--- src/hdl/ssp_pkg.sv ---
// constants and types for the spi serial port control block
// ***************************************************************
// How it works
// - a three-bit mode field picks master at clk/4 (000), clk/16 (001), clk/64 (010), sub-clock tick (011), timer tick (100), or slave (101).
// - no shifting happens while the module enable bit is low.
// - in master mode a data register write starts a full-duplex transfer with our own serial clock.
// - in slave mode the data register shifts out and in on clocks from the external master.
// - the transfer-done flag sets at the end of a transfer and stays until software clears it.
// - in master mode a data write during a transfer is dropped and sets the sticky write-collision flag; in slave mode it is loaded.
// - with chip-select enable low the chip-select pin floats; high, it is the active select.
// - in slave mode the first output bit is ready at chip-select assertion, per polarity and edge.
// - the block keeps running in idle modes while its clock runs.
// - polarity bit high idles the serial clock low; low idles it high.
// - the bit-order bit picks msb or lsb first, matching the far end.
// ***************************************************************
package ssp_pkg;
  localparam logic [3:0] ADDR_CTRL0 = 4'h0;
  localparam logic [3:0] ADDR_CTRL2 = 4'h4;
  localparam logic [3:0] ADDR_DATA = 4'h8;
  localparam logic [3:0] ADDR_IRQ_STAT = 4'hC;
  localparam logic [3:0] ADDR_IRQ_MASK = 4'h0;
  localparam logic [7:0] CTRL0_RESET = 8'hE0;
  localparam logic [7:0] CTRL2_RESET = 8'h00;
  localparam int BIT_CTRL0_EN = 1;
  localparam int BIT_POL = 5;
  localparam int BIT_EDGE = 4;
  localparam int BIT_MSB = 3;
  localparam int BIT_CHIP_SELECT_PIN_ENABLE = 2;
  localparam int BIT_WRITE_COLLISION_FLAG = 1;
  localparam int BIT_TRF = 0;
  localparam logic [2:0] MODE_DIV4 = 3'h0;
  localparam logic [2:0] MODE_DIV16 = 3'h1;
  localparam logic [2:0] MODE_DIV64 = 3'h2;
  localparam logic [2:0] MODE_SUB = 3'h3;
  localparam logic [2:0] MODE_TMR = 3'h4;
  localparam logic [2:0] MODE_SLAVE = 3'h5;
  localparam logic [5:0] HALF_DIV4 = 6'h01;
  localparam logic [5:0] HALF_DIV16 = 6'h07;
  localparam logic [5:0] HALF_DIV64 = 6'h1F;
  localparam logic [3:0] BITS_PER_XFER = 4'h8;
  typedef enum logic [2:0] {
    ST_IDLE = 3'b001,
    ST_LEAD = 3'b010,
    ST_TRAIL = 3'b100
  } ssp_state_t;
  typedef struct packed {
    logic sclk;
    logic mosi;
    logic csn;
  } ssp_pins_t;
endpackage

--- src/hdl/ssp_spi_port.sv ---
// spi serial port: avalon-mm registers, master and slave shift engine
`timescale 1ns/1ps
module ssp_spi_port import ssp_pkg::*; (
  input wire logic clk,
  input wire logic rst_n,
  input wire logic [3:0] address,
  input wire logic read,
  input wire logic write,
  input wire logic [31:0] writedata,
  output logic [31:0] readdata,
  output logic waitrequest,
  output logic irq,
  input wire logic subClkTick,
  input wire logic timerTick,
  input wire logic sclkIn,
  output logic sclkOut,
  output logic sclkOe_n,
  input wire logic sdiIn,
  output logic sdoOut,
  output logic sdoOe_n,
  input wire logic csIn_n,
  output logic csOut_n,
  output logic csOe_n
);
  // ***************************************************************
  // registers
  // ***************************************************************
  logic [7:0] ctrl0_reg;
  logic [7:0] ctrl2_reg;
  logic [7:0] shift_data_register;
  logic [1:0] irqMask_reg;
  logic [31:0] readdata_reg;
  logic ack_reg;
  ssp_state_t state_reg;
  logic [3:0] bitCnt_reg;
  logic [5:0] divCnt_reg;
  logic tickPrev_reg;
  ssp_pins_t pins_reg;
  logic [2:0] sclkSync_reg;
  logic [2:0] csSync_reg;
  logic [2:0] sdiSync_reg;
  logic sclkStable_reg;
  logic csStable_reg;
  logic sdiStable_reg;
  logic sampled_reg;

  wire [2:0] operating_mode_field = ctrl0_reg[7:5];
  wire module_enable = ctrl0_reg[BIT_CTRL0_EN];
  wire clock_idle_polarity = ctrl2_reg[BIT_POL];
  wire clock_capture_edge = ctrl2_reg[BIT_EDGE];
  wire bit_order_select = ctrl2_reg[BIT_MSB];
  wire chip_select_pin_enable = ctrl2_reg[BIT_CHIP_SELECT_PIN_ENABLE];
  wire write_collision_flag = ctrl2_reg[BIT_WRITE_COLLISION_FLAG];
  wire transfer_done_flag = ctrl2_reg[BIT_TRF];
  wire isSlave = (operating_mode_field == MODE_SLAVE);
  wire isMaster = (operating_mode_field <= MODE_TMR);
  // sclk idle level: polarity high idles low
  wire idleLevel = ~clock_idle_polarity;
  // capture on the first edge leaving idle when capture-edge bit set, else on the second edge
  wire busy = (state_reg != ST_IDLE);

  // ***************************************************************
  // bus decode
  // ***************************************************************
  wire reqLive = read | write;
  // the waitrequest-high cycle registers the request and latches read data; a write takes effect once waitrequest is low
  assign waitrequest = reqLive & ~ack_reg;
  wire accept = reqLive & ack_reg;
  wire wrCtrl0 = accept & write & (address == ADDR_CTRL0);
  wire wrCtrl2 = accept & write & (address == ADDR_CTRL2);
  wire wrData = accept & write & (address == ADDR_DATA);
  wire wrStat = accept & write & (address == ADDR_IRQ_STAT);
  wire wrMask = accept & write & (address[3:2] == 2'h3) & (address[1:0] != 2'h0);
  logic [31:0] rdMux;
  always_comb begin
    if (address == ADDR_CTRL0) begin
      rdMux = {24'h000000, ctrl0_reg[7:5], 1'b0, ctrl0_reg[3:0]};
    end else if (address == ADDR_CTRL2) begin
      rdMux = {24'h000000, 2'b00, ctrl2_reg[5:0]};
    end else if (address == ADDR_DATA) begin
      rdMux = {24'h000000, shift_data_register};
    end else if (address == ADDR_IRQ_STAT) begin
      rdMux = {24'h000000, 4'h0, irqMask_reg, write_collision_flag, transfer_done_flag};
    end else begin
      rdMux = 32'h00000000;
    end
  end
  assign readdata = readdata_reg;

  // ***************************************************************
  // clock sources and synchronisers
  // ***************************************************************
  wire [5:0] halfDiv = (operating_mode_field == MODE_DIV16) ? HALF_DIV16 :
                       (operating_mode_field == MODE_DIV64) ? HALF_DIV64 : HALF_DIV4;
  wire extTick = (operating_mode_field == MODE_SUB) ? subClkTick : timerTick;
  wire useExt = (operating_mode_field == MODE_SUB) | (operating_mode_field == MODE_TMR);
  // external tick toggles the line, so one serial period spans two ticks
  wire halfTick = useExt ? (extTick & ~tickPrev_reg) : (divCnt_reg == halfDiv);
  // a change counts once stages two and three agree
  wire sclkNow = (sclkSync_reg[1] == sclkSync_reg[2]) ? sclkSync_reg[2] : sclkStable_reg;
  wire csNow = (csSync_reg[1] == csSync_reg[2]) ? csSync_reg[2] : csStable_reg;
  wire sdiNow = (sdiSync_reg[1] == sdiSync_reg[2]) ? sdiSync_reg[2] : sdiStable_reg;
  wire slaveSel = chip_select_pin_enable ? ~csNow : 1'b1;
  wire sEdge = (sclkNow != sclkStable_reg) & slaveSel;
  wire leadEdge = sEdge & (sclkStable_reg == idleLevel);
  // capture edge bit high: sample on the leading edge, else trailing
  wire sampleEdge = clock_capture_edge ? leadEdge : (sEdge & ~leadEdge);
  wire shiftEdge = clock_capture_edge ? (sEdge & ~leadEdge) : leadEdge;
  wire sdiBit = isSlave ? sdiNow : sdiStable_reg;

  // ***************************************************************
  // shift engine
  // ***************************************************************
  wire outBit = bit_order_select ? shift_data_register[7] : shift_data_register[0];
  wire startM = wrData & ~busy & isMaster & module_enable;
  wire collide = wrData & busy;
  wire mLast = (bitCnt_reg == BITS_PER_XFER - 4'h1);
  wire mTick = isMaster & busy & halfTick;
  wire mSample = mTick & (clock_capture_edge ? (state_reg == ST_LEAD) : (state_reg == ST_TRAIL));
  // trailing capture: the first bit is already out, so the first leading edge must not shift
  wire mShift = mTick & (clock_capture_edge ? (state_reg == ST_TRAIL) : ((state_reg == ST_LEAD) & (bitCnt_reg != 4'h0)));
  wire mDone = mTick & (state_reg == ST_TRAIL) & mLast;
  wire sActive = isSlave & module_enable;
  wire sSample = sActive & sampleEdge;
  wire sShift = sActive & shiftEdge & (bitCnt_reg != 4'h0);
  wire sDone = sSample & (bitCnt_reg == BITS_PER_XFER - 4'h1);
  wire doSample = mSample | sSample;
  wire doShift = mShift | sShift | sDone | (mDone & ~clock_capture_edge);
  // a shift on the sampling edge must take the bit being sampled, not the stale one
  wire inBit = doSample ? (isSlave ? sdiBit : sdiIn) : sampled_reg;
  wire [7:0] shifted = bit_order_select ? {shift_data_register[6:0], inBit} :
                       {inBit, shift_data_register[7:1]};
  wire xferDone = mDone | sDone;

  always_ff @(posedge clk) begin
    if (!rst_n) begin
      ack_reg <= 1'b0;
      readdata_reg <= 32'h00000000;
      ctrl0_reg <= CTRL0_RESET;
      ctrl2_reg <= CTRL2_RESET;
      irqMask_reg <= 2'b00;
      shift_data_register <= 8'h00;
    end else begin
      ack_reg <= reqLive & ~ack_reg;
      if (read & ~ack_reg) begin
        readdata_reg <= rdMux;
      end
      if (wrCtrl0) begin
        ctrl0_reg <= {writedata[7:5], 1'b0, writedata[3:0]};
      end
      if (wrMask) begin
        irqMask_reg <= writedata[3:2];
      end
      // set wins over a software clear of the same bit
      ctrl2_reg[BIT_TRF] <= xferDone | (wrCtrl2 ? writedata[BIT_TRF] & transfer_done_flag : transfer_done_flag) & ~(wrStat & writedata[0]);
      ctrl2_reg[BIT_WRITE_COLLISION_FLAG] <= collide | (wrCtrl2 ? writedata[BIT_WRITE_COLLISION_FLAG] & write_collision_flag : write_collision_flag) & ~(wrStat & writedata[1]);
      if (wrCtrl2) begin
        ctrl2_reg[7:2] <= {2'b00, writedata[5:2]};
      end
      if (wrData & ~busy) begin
        shift_data_register <= writedata[7:0];
      end else if (doShift) begin
        shift_data_register <= shifted;
      end
    end
  end

  always_ff @(posedge clk) begin
    if (!rst_n) begin
      state_reg <= ST_IDLE;
      bitCnt_reg <= 4'h0;
      divCnt_reg <= 6'h00;
      tickPrev_reg <= 1'b0;
      sampled_reg <= 1'b0;
      sclkSync_reg <= 3'b111;
      csSync_reg <= 3'b111;
      sdiSync_reg <= 3'b000;
      sclkStable_reg <= 1'b1;
      csStable_reg <= 1'b1;
      sdiStable_reg <= 1'b0;
      pins_reg <= '{sclk: 1'b1, mosi: 1'b0, csn: 1'b1};
    end else begin
      sclkSync_reg <= {sclkSync_reg[1:0], sclkIn};
      csSync_reg <= {csSync_reg[1:0], csIn_n};
      sdiSync_reg <= {sdiSync_reg[1:0], sdiIn};
      sclkStable_reg <= sclkNow;
      csStable_reg <= csNow;
      sdiStable_reg <= sdiNow;
      tickPrev_reg <= extTick;
      divCnt_reg <= (halfTick | ~busy) ? 6'h00 : divCnt_reg + 6'h01;
      if (doSample) begin
        sampled_reg <= isSlave ? sdiBit : sdiIn;
      end
      pins_reg.mosi <= outBit;
      if (!module_enable) begin
        state_reg <= ST_IDLE;
        bitCnt_reg <= 4'h0;
        pins_reg.sclk <= idleLevel;
        pins_reg.csn <= 1'b1;
      end else if (isSlave) begin
        state_reg <= ST_IDLE;
        pins_reg.sclk <= idleLevel;
        pins_reg.csn <= 1'b1;
        if (chip_select_pin_enable & csNow) begin
          bitCnt_reg <= 4'h0;
        end else if (sSample) begin
          bitCnt_reg <= sDone ? 4'h0 : bitCnt_reg + 4'h1;
        end
      end else begin
        case (state_reg)
          ST_IDLE: begin
            pins_reg.sclk <= idleLevel;
            pins_reg.csn <= ~startM;
            bitCnt_reg <= 4'h0;
            if (startM) begin
              state_reg <= ST_LEAD;
            end
          end
          ST_LEAD: begin
            if (halfTick) begin
              pins_reg.sclk <= ~idleLevel;
              state_reg <= ST_TRAIL;
            end
          end
          ST_TRAIL: begin
            if (halfTick) begin
              pins_reg.sclk <= idleLevel;
              bitCnt_reg <= bitCnt_reg + 4'h1;
              state_reg <= mLast ? ST_IDLE : ST_LEAD;
            end
          end
          default: begin
            state_reg <= ST_IDLE;
          end
        endcase
      end
    end
  end

  // ***************************************************************
  // pins and interrupt
  // ***************************************************************
  // the block has no gating of its own, so idle modes stop it only by stopping clk
  assign irq = |({write_collision_flag, transfer_done_flag} & irqMask_reg);
  assign sclkOut = pins_reg.sclk;
  assign sclkOe_n = ~(module_enable & isMaster);
  assign sdoOut = pins_reg.mosi;
  assign sdoOe_n = ~(module_enable & (isMaster | (isSlave & slaveSel)));
  assign csOut_n = pins_reg.csn;
  assign csOe_n = ~(module_enable & isMaster & chip_select_pin_enable);

  // ***************************************************************
  // checks
  // ***************************************************************
  property p_collide;
    @(posedge clk) disable iff (!rst_n) (wrData & busy) |=> write_collision_flag;
  endproperty
  a_collide: assert property (p_collide) else $error("collision flag not set");
  property p_done;
    @(posedge clk) disable iff (!rst_n) xferDone |=> transfer_done_flag;
  endproperty
  a_done: assert property (p_done) else $error("done flag not set");
  property p_enable;
    @(posedge clk) disable iff (!rst_n) !module_enable |=> !busy;
  endproperty
  a_enable: assert property (p_enable) else $error("shifting while disabled");
  property p_start;
    @(posedge clk) disable iff (!rst_n) startM |=> state_reg == ST_LEAD;
  endproperty
  a_start: assert property (p_start) else $error("master did not start");
  property p_idle;
    @(posedge clk) disable iff (!rst_n) (isMaster & module_enable & !busy & $past(!busy) & $stable(idleLevel)) |-> sclkOut == idleLevel;
  endproperty
  a_idle: assert property (p_idle) else $error("sclk not at idle level");
  property p_cs;
    @(posedge clk) disable iff (!rst_n) !chip_select_pin_enable |-> csOe_n;
  endproperty
  a_cs: assert property (p_cs) else $error("chip select driven while disabled");
  property p_count;
    @(posedge clk) disable iff (!rst_n) busy |-> bitCnt_reg < BITS_PER_XFER;
  endproperty
  a_count: assert property (p_count) else $error("bit count overran");
  property p_keep;
    @(posedge clk) disable iff (!rst_n) (wrData & busy) |=> shift_data_register == $past(shift_data_register) || $past(doShift);
  endproperty
  a_keep: assert property (p_keep) else $error("colliding write stored");
endmodule

--- config.mk ---
export PLATFORM = sky130hd
export DESIGN_NAME = ssp_spi_port
export DESIGN_NICKNAME = d
export VERILOG_FILES = /design/src/hdl/ssp_pkg.sv /design/src/hdl/ssp_spi_port.sv
export SDC_FILE = /design/constraint.sdc
export NUM_CORES = 1
export LEC_CHECK = 0
export BUFFER_PORTS_ARGS = -buffer_cell sky130_fd_sc_hd__buf_2
export CORE_UTILIZATION = 50
export DETAILED_ROUTE_END_ITERATION = 16
export GPL_ROUTABILITY_DRIVEN = 0
export GPL_TIMING_DRIVEN = 0
export PLACE_DENSITY = 0.75
export SKIP_LAST_GASP = 1
export SLEW_MARGIN = 20
export SYNTH_ARGS = -nofsm -noshare
export SYNTH_HDL_FRONTEND = slang
export SYNTH_SLANG_ARGS = --single-unit
--- constraint.sdc ---
create_clock -name clk -period 2.6 [get_ports clk]
set_clock_uncertainty 0.1 [all_clocks]
set_input_delay 0.39 -clock clk [delete_from_list [all_inputs] [get_ports clk]]
set_output_delay 0.39 -clock clk [all_outputs]
set_load 0.03 [all_outputs]
==> results of run 1 <==
cell type report:
class	instances	area [um2]	area share [%]
timing repair buffer	35	175.2	4.261
multi-input combinational	309	2028	49.33
sequential	62	1241	30.19
inverter	7	26.28	0.6391
tap	96	120.1	2.921
clock inverter	6	70.07	1.704
clock buffer	10	137.6	3.348
buffer	45	312.8	7.608
Yosys cell counts, types with 2 or more instances:
master,n
xor2_1,2
or3b_2,3
a221oi_1,2
buf_2,3
clkbuf_1,11
clkbuf_8,2
and2_1,9
a211oi_1,3
nand4_1,3
inv_1,7
a21boi_0,5
a31oi_1,4
nand2_1,36
ha_1,3
or2_2,2
buf_6,4
buf_4,24
a21o_1,2
a21oi_1,15
a211o_1,2
o21ai_0,21
nand3_1,16
dfxtp_1,62
nor4_1,3
nor2_1,24
and3b_1,2
nand3b_1,5
maj3_1,2
nor3b_1,5
nand2b_1,10
a22oi_1,5
and3_1,4
a22o_1,4
nor2b_1,25
xnor2_1,6
buf_1,2
nor3_1,4
mux2i_1,32
o41ai_1,2
mux2_2,3
nor4bb_1,2
worst max-delay path: cells and delay by family, from the launching register on:
family	cells	cell delay (ns)
flip-flops	1	0.39
multiplexers	1	0.42
AND/OR/NAND/NOR	1	0.10
AO/OA/AOI/OAI	3	1.02
XOR/XNOR	1	0.36
worst paths after layout:
check	from	end	slack, ns	depth (start not counted)
setup / recovery	ctrl2_reg[4]	shift_data_register[7]	0.09	6
hold / removal	csIn_n	csSync_reg[0]	0.12	2
setup reg to reg	ctrl2_reg[4]	shift_data_register[7]	0.09	6
hold reg to reg	csSync_reg[0]	csSync_reg[1]	0.31	1
cells by family (layout without fill, tap and decap cells):
family / count (synthesis) / after routing
compound gates: 76 / 76
simple gates: 161 / 161
fa+ha+maj: 5 / 5
other cells: 1 / 24
xor+xnor: 8 / 8
mux: 35 / 35
buf+inv: 53 / 103
flops: 62 / 62
power groups by stage:
stage               clock network, mW  logic [mW]  registers [mW]
finish                          0.897       0.190           0.968
floorplan                           0       0.138           0.994
detailed placement                  0       0.188           0.990
CTS                             0.906       0.189           0.968
global route                    0.947       0.204           0.969
global placement                    0       0.187           0.989
timing repair:
| action | CTS | global route |
|---|---|---|
| hold buffers | 0 | 0 |
| pin swaps | 0 | 0 |
| setup endpoints to repair | 1 | 9 |
| gates cloned | 0 | 0 |
| resized for setup | 0 | 2 |
layout by cell type, fill, tap and decap left out, types with 3 or more instances in the layout:
cell type    n
mux2_2       3
and2_1       9
inv_1        7
nand3b_1     5
nor3b_1      5
clkbuf_1    10
a31oi_1      4
buf_2       38
nor2b_1     25
mux2i_1     31
ha_1         3
nor3_1       4
nand3_1     16
nor2_1      24
and3_1       4
buf_4       24
xnor2_1      6
nand2_1     36
nand4_1      3
a21oi_1     14
nand2b_1    10
clkinvlp_4   3
o21ai_0     21
a211oi_1     3
conb_1      24
a22o_1       4
or3b_2       3
a22oi_1      5
a21boi_0     5
buf_6        4
dfxtp_1     62
nor4_1       3
clkbuf_8    12
routing by layer:
metal,up-vias,global-route usage (%),routed length (um)
met5,-,0,0
li1,1502,-,-
met3,16,4.716,385
met2,90,38.74,3823
met1,1380,28.83,3682
met4,0,11.67,167
==> flow_metrics.env, run 1 <==
export IMPL_p_sw_share_pct=26.76
export IMPL_drv_cap=0
export IMPL_worstPathMaxFanout=7
export IMPL_critPathKind="register to register"
export IMPL_clk_path_buf_depth=2
export IMPL_slew_headroom_pct=50.21
export IMPL_p_comb_share_pct=9.3
export IMPL_htreeDepth=3
export IMPL_synth_xor_area_share_pct=1.991
export IMPL_grt_start_max_net_pins=20
export IMPL_core_um2=6794
export IMPL_ys_seq_elements=62
export IMPL_post_route_util_pct=60.52
export IMPL_synth_ff_type="dfxtp_1"
export IMPL_setup_tns_ns=0
export IMPL_ys_async_sr_fraction_pct=0
export IMPL_start_util_pct=51.79
export IMPL_cpMaxStageDelayCell="mux2i_2"
export IMPL_hold_viol_final=0
export IMPL_dpl_cell_area_um2=3900
export IMPL_slew_violations=0
export IMPL_first_global_vias=2754
export IMPL_period_share_pct=96.55
export IMPL_cts_setup_buffers=0
export IMPL_avgSynthCellArea_um2=8.774
export IMPL_drtPass1Iterations=4
export IMPL_finalCriticalPeriod_ns=2.510
export IMPL_rows=30
export IMPL_hold_slack_ns=0.1171
export IMPL_clkPwrFrac_pct=43.6
export IMPL_cellPowerDensity_nw_per_um2=499.8
export IMPL_required_ns=2.74
export IMPL_die_h_um=85.89
export IMPL_place_ws_ns=-0.1226
export IMPL_wl_um=8058
export IMPL_syn_area_um2=3518
export IMPL_tritoncts="built"
export IMPL_status="completed"
export IMPL_synth_simple_gate_area_share_pct=25.50
export IMPL_synthCells=401
export IMPL_p_sw_uw=549.9
export IMPL_dp_cells=555
export IMPL_die_area_um2=7376
export IMPL_wl_per_cell_um=14.14
export IMPL_max_freq_mhz=398.4
export IMPL_path_cells="xnor2_1 -> mux2i_2 -> a2bb2o_1 -> a21oi_1 -> nor2_1 -> o41ai_1"
export IMPL_cts_buffers=9
export IMPL_clk_pin_slew_ns=0.08
export IMPL_synth_top_family_by_area="simple AND/OR/NAND/NOR gates"
export IMPL_synth_cell_types=61
export IMPL_clock_sinks=62
export IMPL_fin_ws_ns=0.08979
export IMPL_worst_slew_pin_slew_ns=0.7390
export IMPL_portBuffers=35
export IMPL_clk_insertion_delay_late_ns=0.35
export IMPL_ant_nets=0
export IMPL_ys_warn_count=0
export IMPL_num_io_pins=85
export IMPL_worstPathArrival_ns=2.65
export IMPL_area_growth_pct=16.86
export IMPL_stdcell_area_um2=4111
export IMPL_synth_compound_gate_area_share_pct=15.68
export IMPL_first_iter_violations=167
export IMPL_cp_end_kind="register"
export IMPL_dp_hpwl_um=5916
export IMPL_synthTopCellsByArea="dfxtp_1 35%, mux2i_1 9.1%, buf_4 5.1%"
export IMPL_p_total_mw=2.055
export IMPL_vias_per_cell=5.242
export IMPL_drive_gt1_share_pct=21.73
export IMPL_vias=2988
export IMPL_grt_pass1_wl_um=13280
export IMPL_gr_total_overflow=0
export IMPL_antenna_found_initial=0
export IMPL_setup_viol=0
export IMPL_yosysTopAreaCell="dfxtp_1"
export IMPL_worstHoldPathType="input port to register"
export IMPL_clock_root_buffer="clkbuf_8"
export IMPL_power_share_sequential_pct=47.1
export IMPL_yosysSeqAreaShare_pct=35.28
export IMPL_globalRouteTotalUtil_pct=23.37
export IMPL_synth_area_mux_share_pct=10.06
export IMPL_synth_fa_ha_area_share_pct=1.636
export IMPL_rsz0062_at_grt="true"
export IMPL_num_nets_final=517
export IMPL_drcViolationCount=0
export IMPL_ir_worst_vdd_mv=0.3140
export IMPL_intPower_mw=1.505
export IMPL_slowest_delay_ns=0.42
export IMPL_worstSetupStartpointType="register"
export IMPL_p_leak_nw=1.589
export IMPL_fillers=601
export IMPL_stdcell_count=570
export IMPL_antenna_cells=0
export IMPL_synth_edf_count=0
export IMPL_die_w_um=85.89
export IMPL_synth_top_cell_area_share_pct=35.28
Power figures use the tool's default switching activity.
==> run 2, diff against run 1 <==
--- a/config.mk
+++ b/config.mk
@@ -5,7 +5,7 @@
 export SDC_FILE = /design/constraint.sdc
 export NUM_CORES = 1
 export LEC_CHECK = 0
-export BUFFER_PORTS_ARGS = -buffer_cell sky130_fd_sc_hd__buf_2
+export BUFFER_PORTS_ARGS = -buffer_cell sky130_fd_sc_hd__buf_4
 export CORE_UTILIZATION = 50
 export DETAILED_ROUTE_END_ITERATION = 16
 export GPL_ROUTABILITY_DRIVEN = 0
==> constraint.sdc (replaced) <==
create_clock -name clk -period 3.1 [get_ports clk]
set_clock_uncertainty 0.1 [all_clocks]
set_input_delay 0.465 -clock clk [delete_from_list [all_inputs] [get_ports clk]]
set_output_delay 0.465 -clock clk [all_outputs]
set_load 0.03 [all_outputs]
==> run 2 against run 1 <==
Net effect: via count hardly changed; critical path type unchanged; register-to-register slack better by 0.32 ns; maximum frequency is 6.8% lower; critical path depth is 2 higher; design area is 1.9% higher; combinational power is 11% lower.
==> flow_metrics.env, run 2 (same netlist as run 1, synthesis figures left out) <==
export IMPL_worstPathArrival_ns=2.83
export IMPL_tritoncts="built"
export IMPL_ir_worst_vdd_mv=0.2895
export IMPL_p_leak_nw=1.627
export IMPL_cp_end_kind="register"
export IMPL_die_w_um=85.89
export IMPL_hold_slack_ns=0.2192
export IMPL_worst_slew_pin_slew_ns=0.7220
export IMPL_globalRouteTotalUtil_pct=23.82
export IMPL_first_global_vias=2808
export IMPL_vias=2986
export IMPL_rsz0062_at_grt="false"
export IMPL_drive_gt1_share_pct=20.84
export IMPL_reg2regPathDepth=8
export IMPL_fillers=609
export IMPL_hp_start="sclkIn"
export IMPL_area_growth_pct=19.06
export IMPL_status="completed"
export IMPL_clk_insertion_delay_late_ns=0.35
export IMPL_antenna_cells=0
export IMPL_die_area_um2=7376
export IMPL_grt_pass1_wl_um=13500
export IMPL_core_um2=6794
export IMPL_setup_tns_ns=0
export IMPL_htreeDepth=3
export IMPL_clk_path_buf_depth=2
export IMPL_wl_per_cell_um=14.58
export IMPL_vias_per_cell=5.229
export IMPL_critPathKind="register to register"
export IMPL_portBuffers=35
export IMPL_cts_setup_buffers=0
export IMPL_ant_nets=0
export IMPL_worst_path_buf_inv=2
export IMPL_cts_hold_buf=0
export IMPL_drcViolationCount=0
export IMPL_timing_rr_start="state_reg[1]"
export IMPL_hold_end="sclkSync_reg[0]"
export IMPL_ff_latch_area_um2=1241
export IMPL_clock_sinks=62
export IMPL_path_cells="nor3b_1 -> and3_1 -> buf_2 -> clkbuf_1 -> nand3_1 -> o21ai_0 -> a21oi_1 -> or2_2"
export IMPL_p_total_mw=1.718
export IMPL_cpMaxStageDelayCell="nor3b_1"
export IMPL_slew_violations=0
export IMPL_period_share_pct=86.88
export IMPL_slew_headroom_pct=51.35
export IMPL_worstHoldPathType="input port to register"
export IMPL_grt_start_max_net_pins=11
export IMPL_dpl_cell_area_um2=3988
export IMPL_dp_cells=555
export IMPL_antenna_found_initial=0
export IMPL_drtPass1Iterations=4
export IMPL_layout_commonest_cell="dfxtp_1"
export IMPL_rows=30
export IMPL_finalCriticalPeriod_ns=2.693
export IMPL_stdcell_area_um2=4189
export IMPL_gr_total_overflow=0
export IMPL_dp_hpwl_um=6038
export IMPL_worstPathMaxFanout=10
export IMPL_rrSetupSlack_ns=0.41
export IMPL_die_h_um=85.89
export IMPL_worstSetupStartpointType="register"
export IMPL_cellPowerDensity_nw_per_um2=410.0
export IMPL_setup_viol=0
export IMPL_cts_buffers=9
export IMPL_clk_pin_slew_ns=0.07
export IMPL_stdcell_count=571
export IMPL_required_ns=3.24
export IMPL_drv_cap=0
export IMPL_clock_root_buffer="clkbuf_8"
export IMPL_r2r_end="state_reg[0]"
export IMPL_num_io_pins=85
export IMPL_min_path_cells=2
export IMPL_slowest_delay_ns=0.53
export IMPL_num_nets_final=518
export IMPL_max_freq_mhz=371.3
export IMPL_start_util_pct=51.79
export IMPL_multiInputGateArea_um2=2021
export IMPL_first_iter_violations=168
export IMPL_wl_um=8324
export IMPL_hold_viol_final=0
export IMPL_cts_resized=0
export IMPL_final_cell_mix="62 x dfxtp_1, 59 x buf_4, 36 x nand2_1, 32 x mux2i_1, 25 x nor2b_1"
export IMPL_critPathTopFamily="simple AND/OR/NAND/NOR gates"
-- run 2: cell count changes in the layout (fill, tap and decap cells not counted) --
cell	before	now
clkbuf_1	10	13
a21oi_2	1	0
clkinv_4	1	0
clkbuf_8	12	13
buf_2	38	3
buf_4	24	59
clkinvlp_4	3	1
inv_6	1	0
mux2i_1	31	32
clkinv_2	0	1
a21oi_1	14	15
mux2i_2	1	0
-- run 2: stage by stage --
step                      util [%]  setup slack, ns
after floorplan                  -           0.8332
after global placement       58.69           0.3395
after detailed placement     58.69           0.3504
after CTS                    61.66           0.4619
after global routing         61.66           0.2732
final                        61.66           0.4067
-- run 2: worst max path at each step --
stage,start,endpoint,cells past startpoint
2_1_floorplan,address[1],state_reg[0],9
3_3_place_gp,address[1],state_reg[0],10
4_1_cts,ctrl0_reg[6],sdoOe_n,5
6_report,state_reg[1],state_reg[0],8
3_5_place_dp,address[1],state_reg[0],10
5_1_grt,ack_reg,state_reg[0],9
-- run 2: cell type report --
class	count	area share [%]
plain buffers	46	7.557
clock buffers	13	3.793
clock inverters	3	1.016
inverters	7	0.6272
multi-input cells	309	48.24
flip-flops and latches	62	29.63
well taps	96	2.867
repair buffers	35	6.272
-- run 2: per-layer routing --
metal | up-vias | GRT usage (%) | wire length (um)
met4 | 0 | 10.15 | 163
met1 | 1382 | 29.44 | 3730
met2 | 93 | 39.61 | 4010
met5 | - | 0 | 0
li1 | 1499 | - | -
met3 | 12 | 5.679 | 419
-- run 2: worst reg2reg max path, stage by stage (launching register included) --
cell and delay (ns):
dfxtp_1 0.39, nor3b_1 0.53, and3_1 0.32, buf_2 0.26, clkbuf_1 0.37, nand3_1 0.14, o21ai_0 0.13, a21oi_1 0.06
or2_2 0.29
-- run 2: where the power goes --
group	internal, mW	switching (mW)
combinational	0.0684	0.100
sequential	0.806	0.00632
clock	0.415	0.322
==> run 3, diff against run 2 <==
--- a/config.mk
+++ b/config.mk
@@ -11,6 +11,7 @@
 export GPL_ROUTABILITY_DRIVEN = 0
 export GPL_TIMING_DRIVEN = 0
 export PLACE_DENSITY = 0.75
+export RECOVER_POWER = 100
 export SKIP_LAST_GASP = 1
 export SLEW_MARGIN = 20
 export SYNTH_ARGS = -nofsm -noshare
==> run 3 against run 2 <==
Net effect: sequential share of layout area increased by 0.70 points; clock power about the same; worst setup slack got worse by 0.10 ns; maximum frequency decreased by 3.6%; combinational power decreased by 4%; sequential power about the same; largest power group unchanged; wire length decreased by 0.55%; utilization decreased by 1.4 points; final cell count unchanged; design area decreased by 2.3%; critical path depth decreased by 3; total power decreased by 0.25%.
==> flow_metrics.env, run 3 (same netlist as run 1, synthesis figures left out) <==
export IMPL_drtPass1Iterations=4
export IMPL_grt_start_max_net_pins=11
export IMPL_start_util_pct=51.79
export IMPL_p_sw_uw=429.7
export IMPL_clk_pin_slew_ns=0.07
export IMPL_status="completed"
export IMPL_timing_rr_start="ctrl0_reg[6]"
export IMPL_stdcell_area_um2=4093
export IMPL_rsz0062_at_grt="false"
export IMPL_antenna_cells=0
export IMPL_vias_per_cell=5.233
export IMPL_clk_path_buf_depth=2
export IMPL_clkPwrFrac_pct=43.1
export IMPL_setup_tns_ns=0
export IMPL_wl_per_cell_um=14.50
export IMPL_fillers=632
export IMPL_num_io_pins=85
export IMPL_hold_end="sclkSync_reg[0]"
export IMPL_die_area_um2=7376
export IMPL_drcViolationCount=0
export IMPL_max_freq_mhz=358.0
export IMPL_wl_um=8278
export IMPL_first_global_vias=2808
export IMPL_grt_pass1_wl_um=13500
export IMPL_post_route_util_pct=60.24
export IMPL_htreeDepth=3
export IMPL_cts_hold_buf=0
export IMPL_period_share_pct=90.11
export IMPL_clock_root_buffer="clkbuf_8"
export IMPL_cpMaxStageDelayCell="a21oi_1"
export IMPL_fin_ws_ns=0.3065
export IMPL_rows=30
export IMPL_reg2regPathDepth=8
export IMPL_required_ns=2.53
export IMPL_dpl_cell_area_um2=3988
export IMPL_clk_insertion_delay_late_ns=0.35
export IMPL_cp_end_kind="output port"
export IMPL_hp_start="sclkIn"
export IMPL_finalCriticalPeriod_ns=2.793
export IMPL_worstPathMaxFanout=10
export IMPL_drive_gt1_share_pct=16.63
export IMPL_num_nets_final=518
export IMPL_p_sw_share_pct=25.08
export IMPL_worstPathArrival_ns=2.23
export IMPL_ir_worst_vdd_mv=0.2882
export IMPL_p_leak_nw=1.545
export IMPL_slew_headroom_pct=47.58
export IMPL_globalRouteTotalUtil_pct=23.82
export IMPL_setup_viol=0
export IMPL_vias=2988
export IMPL_first_iter_violations=209
export IMPL_slew_violations=0
export IMPL_clock_sinks=62
export IMPL_final_cell_mix="62 x dfxtp_1, 42 x buf_4, 36 x nand2_1, 33 x clkbuf_1, 32 x mux2i_1"
export IMPL_worstHoldPathType="input port to register"
export IMPL_critPathKind="register to output port"
export IMPL_hold_viol_final=0
export IMPL_die_w_um=85.89
export IMPL_ant_nets=0
export IMPL_layout_commonest_cell="dfxtp_1"
export IMPL_die_h_um=85.89
export IMPL_cts_setup_buffers=0
export IMPL_cts_resized=0
export IMPL_rrSetupSlack_ns=0.35
export IMPL_power_share_sequential_pct=47.4
export IMPL_intPower_mw=1.284
export IMPL_r2r_end="bitCnt_reg[2]"
export IMPL_gr_total_overflow=0
export IMPL_cellPowerDensity_nw_per_um2=418.7
export IMPL_cts_buffers=9
export IMPL_worstSetupStartpointType="register"
export IMPL_area_growth_pct=16.32
export IMPL_dp_hpwl_um=6038
export IMPL_drv_cap=0
export IMPL_tritoncts="built"
export IMPL_slowest_delay_ns=0.63
export IMPL_core_um2=6794
export IMPL_critPathTopFamily="compound AO/OA/AOI/OAI gates"
export IMPL_antenna_found_initial=0
export IMPL_p_comb_share_pct=9.5
export IMPL_place_ws_ns=0.3504
export IMPL_portBuffers=35
export IMPL_worst_slew_pin_slew_ns=0.7762
export IMPL_path_cells="buf_6 -> nand3b_1 -> a21oi_1 -> o21ai_0 -> buf_4"
export IMPL_min_path_cells=2
export IMPL_worst_path_buf_inv=2
run 3: per-stage QoR:
| stage | hold WS (ns) | cells | power [mW] |
|---|---|---|---|
| CTS | 0.2091 | 571 | 1.728 |
| global route | 0.2051 | 571 | 1.778 |
| detailed placement | 0.3027 | 555 | 0.9977 |
| floorplan | 0.2863 | 424 | 0.9496 |
| finish | 0.2197 | 571 | 1.713 |
| global placement | 0.2895 | 555 | 0.9955 |
run 3: worst max-delay path by stage:
stage / slack (ns) / start / depth (start not counted) / to
after floorplan: 0.83 / address[1] / 9 / state_reg[0]
after global placement: 0.34 / address[1] / 10 / state_reg[0]
after detailed placement: 0.35 / address[1] / 10 / state_reg[0]
after CTS: 0.46 / ctrl0_reg[6] / 5 / sdoOe_n
after global routing: 0.20 / ctrl0_reg[7] / 5 / sdoOe_n
final: 0.31 / ctrl0_reg[7] / 5 / sdoOe_n
run 3: area by class of cell:
type	instances	area, um2	area share, %
Multi-Input combinational cell	309	1998	48.82
Sequential cell	62	1241	30.33
Buffer	46	306.5	7.490
Timing Repair Buffer	35	198.9	4.861
Clock buffer	13	158.9	3.883
Tap cell	96	120.1	2.935
Clock inverter	3	42.54	1.039
Inverter	7	26.28	0.6420
run 3: power by group through the flow:
| stage | Combinational (mW) | Clock, mW | Sequential [mW] |
|---|---|---|---|
| final | 0.163 | 0.738 | 0.812 |
| after global placement | 0.165 | 0 | 0.830 |
| after detailed placement | 0.167 | 0 | 0.831 |
| after CTS | 0.168 | 0.748 | 0.812 |
| after floorplan | 0.116 | 0 | 0.834 |
| after global routing | 0.174 | 0.790 | 0.813 |
run 3: routing by layer:
layer | track usage (%) | vias up | wire length (um)
met5 | 0 | - | 0
met4 | 10.15 | 0 | 191
met3 | 5.679 | 16 | 396
met2 | 39.61 | 87 | 3965
met1 | 29.44 | 1388 | 3726
li1 | - | 1497 | -
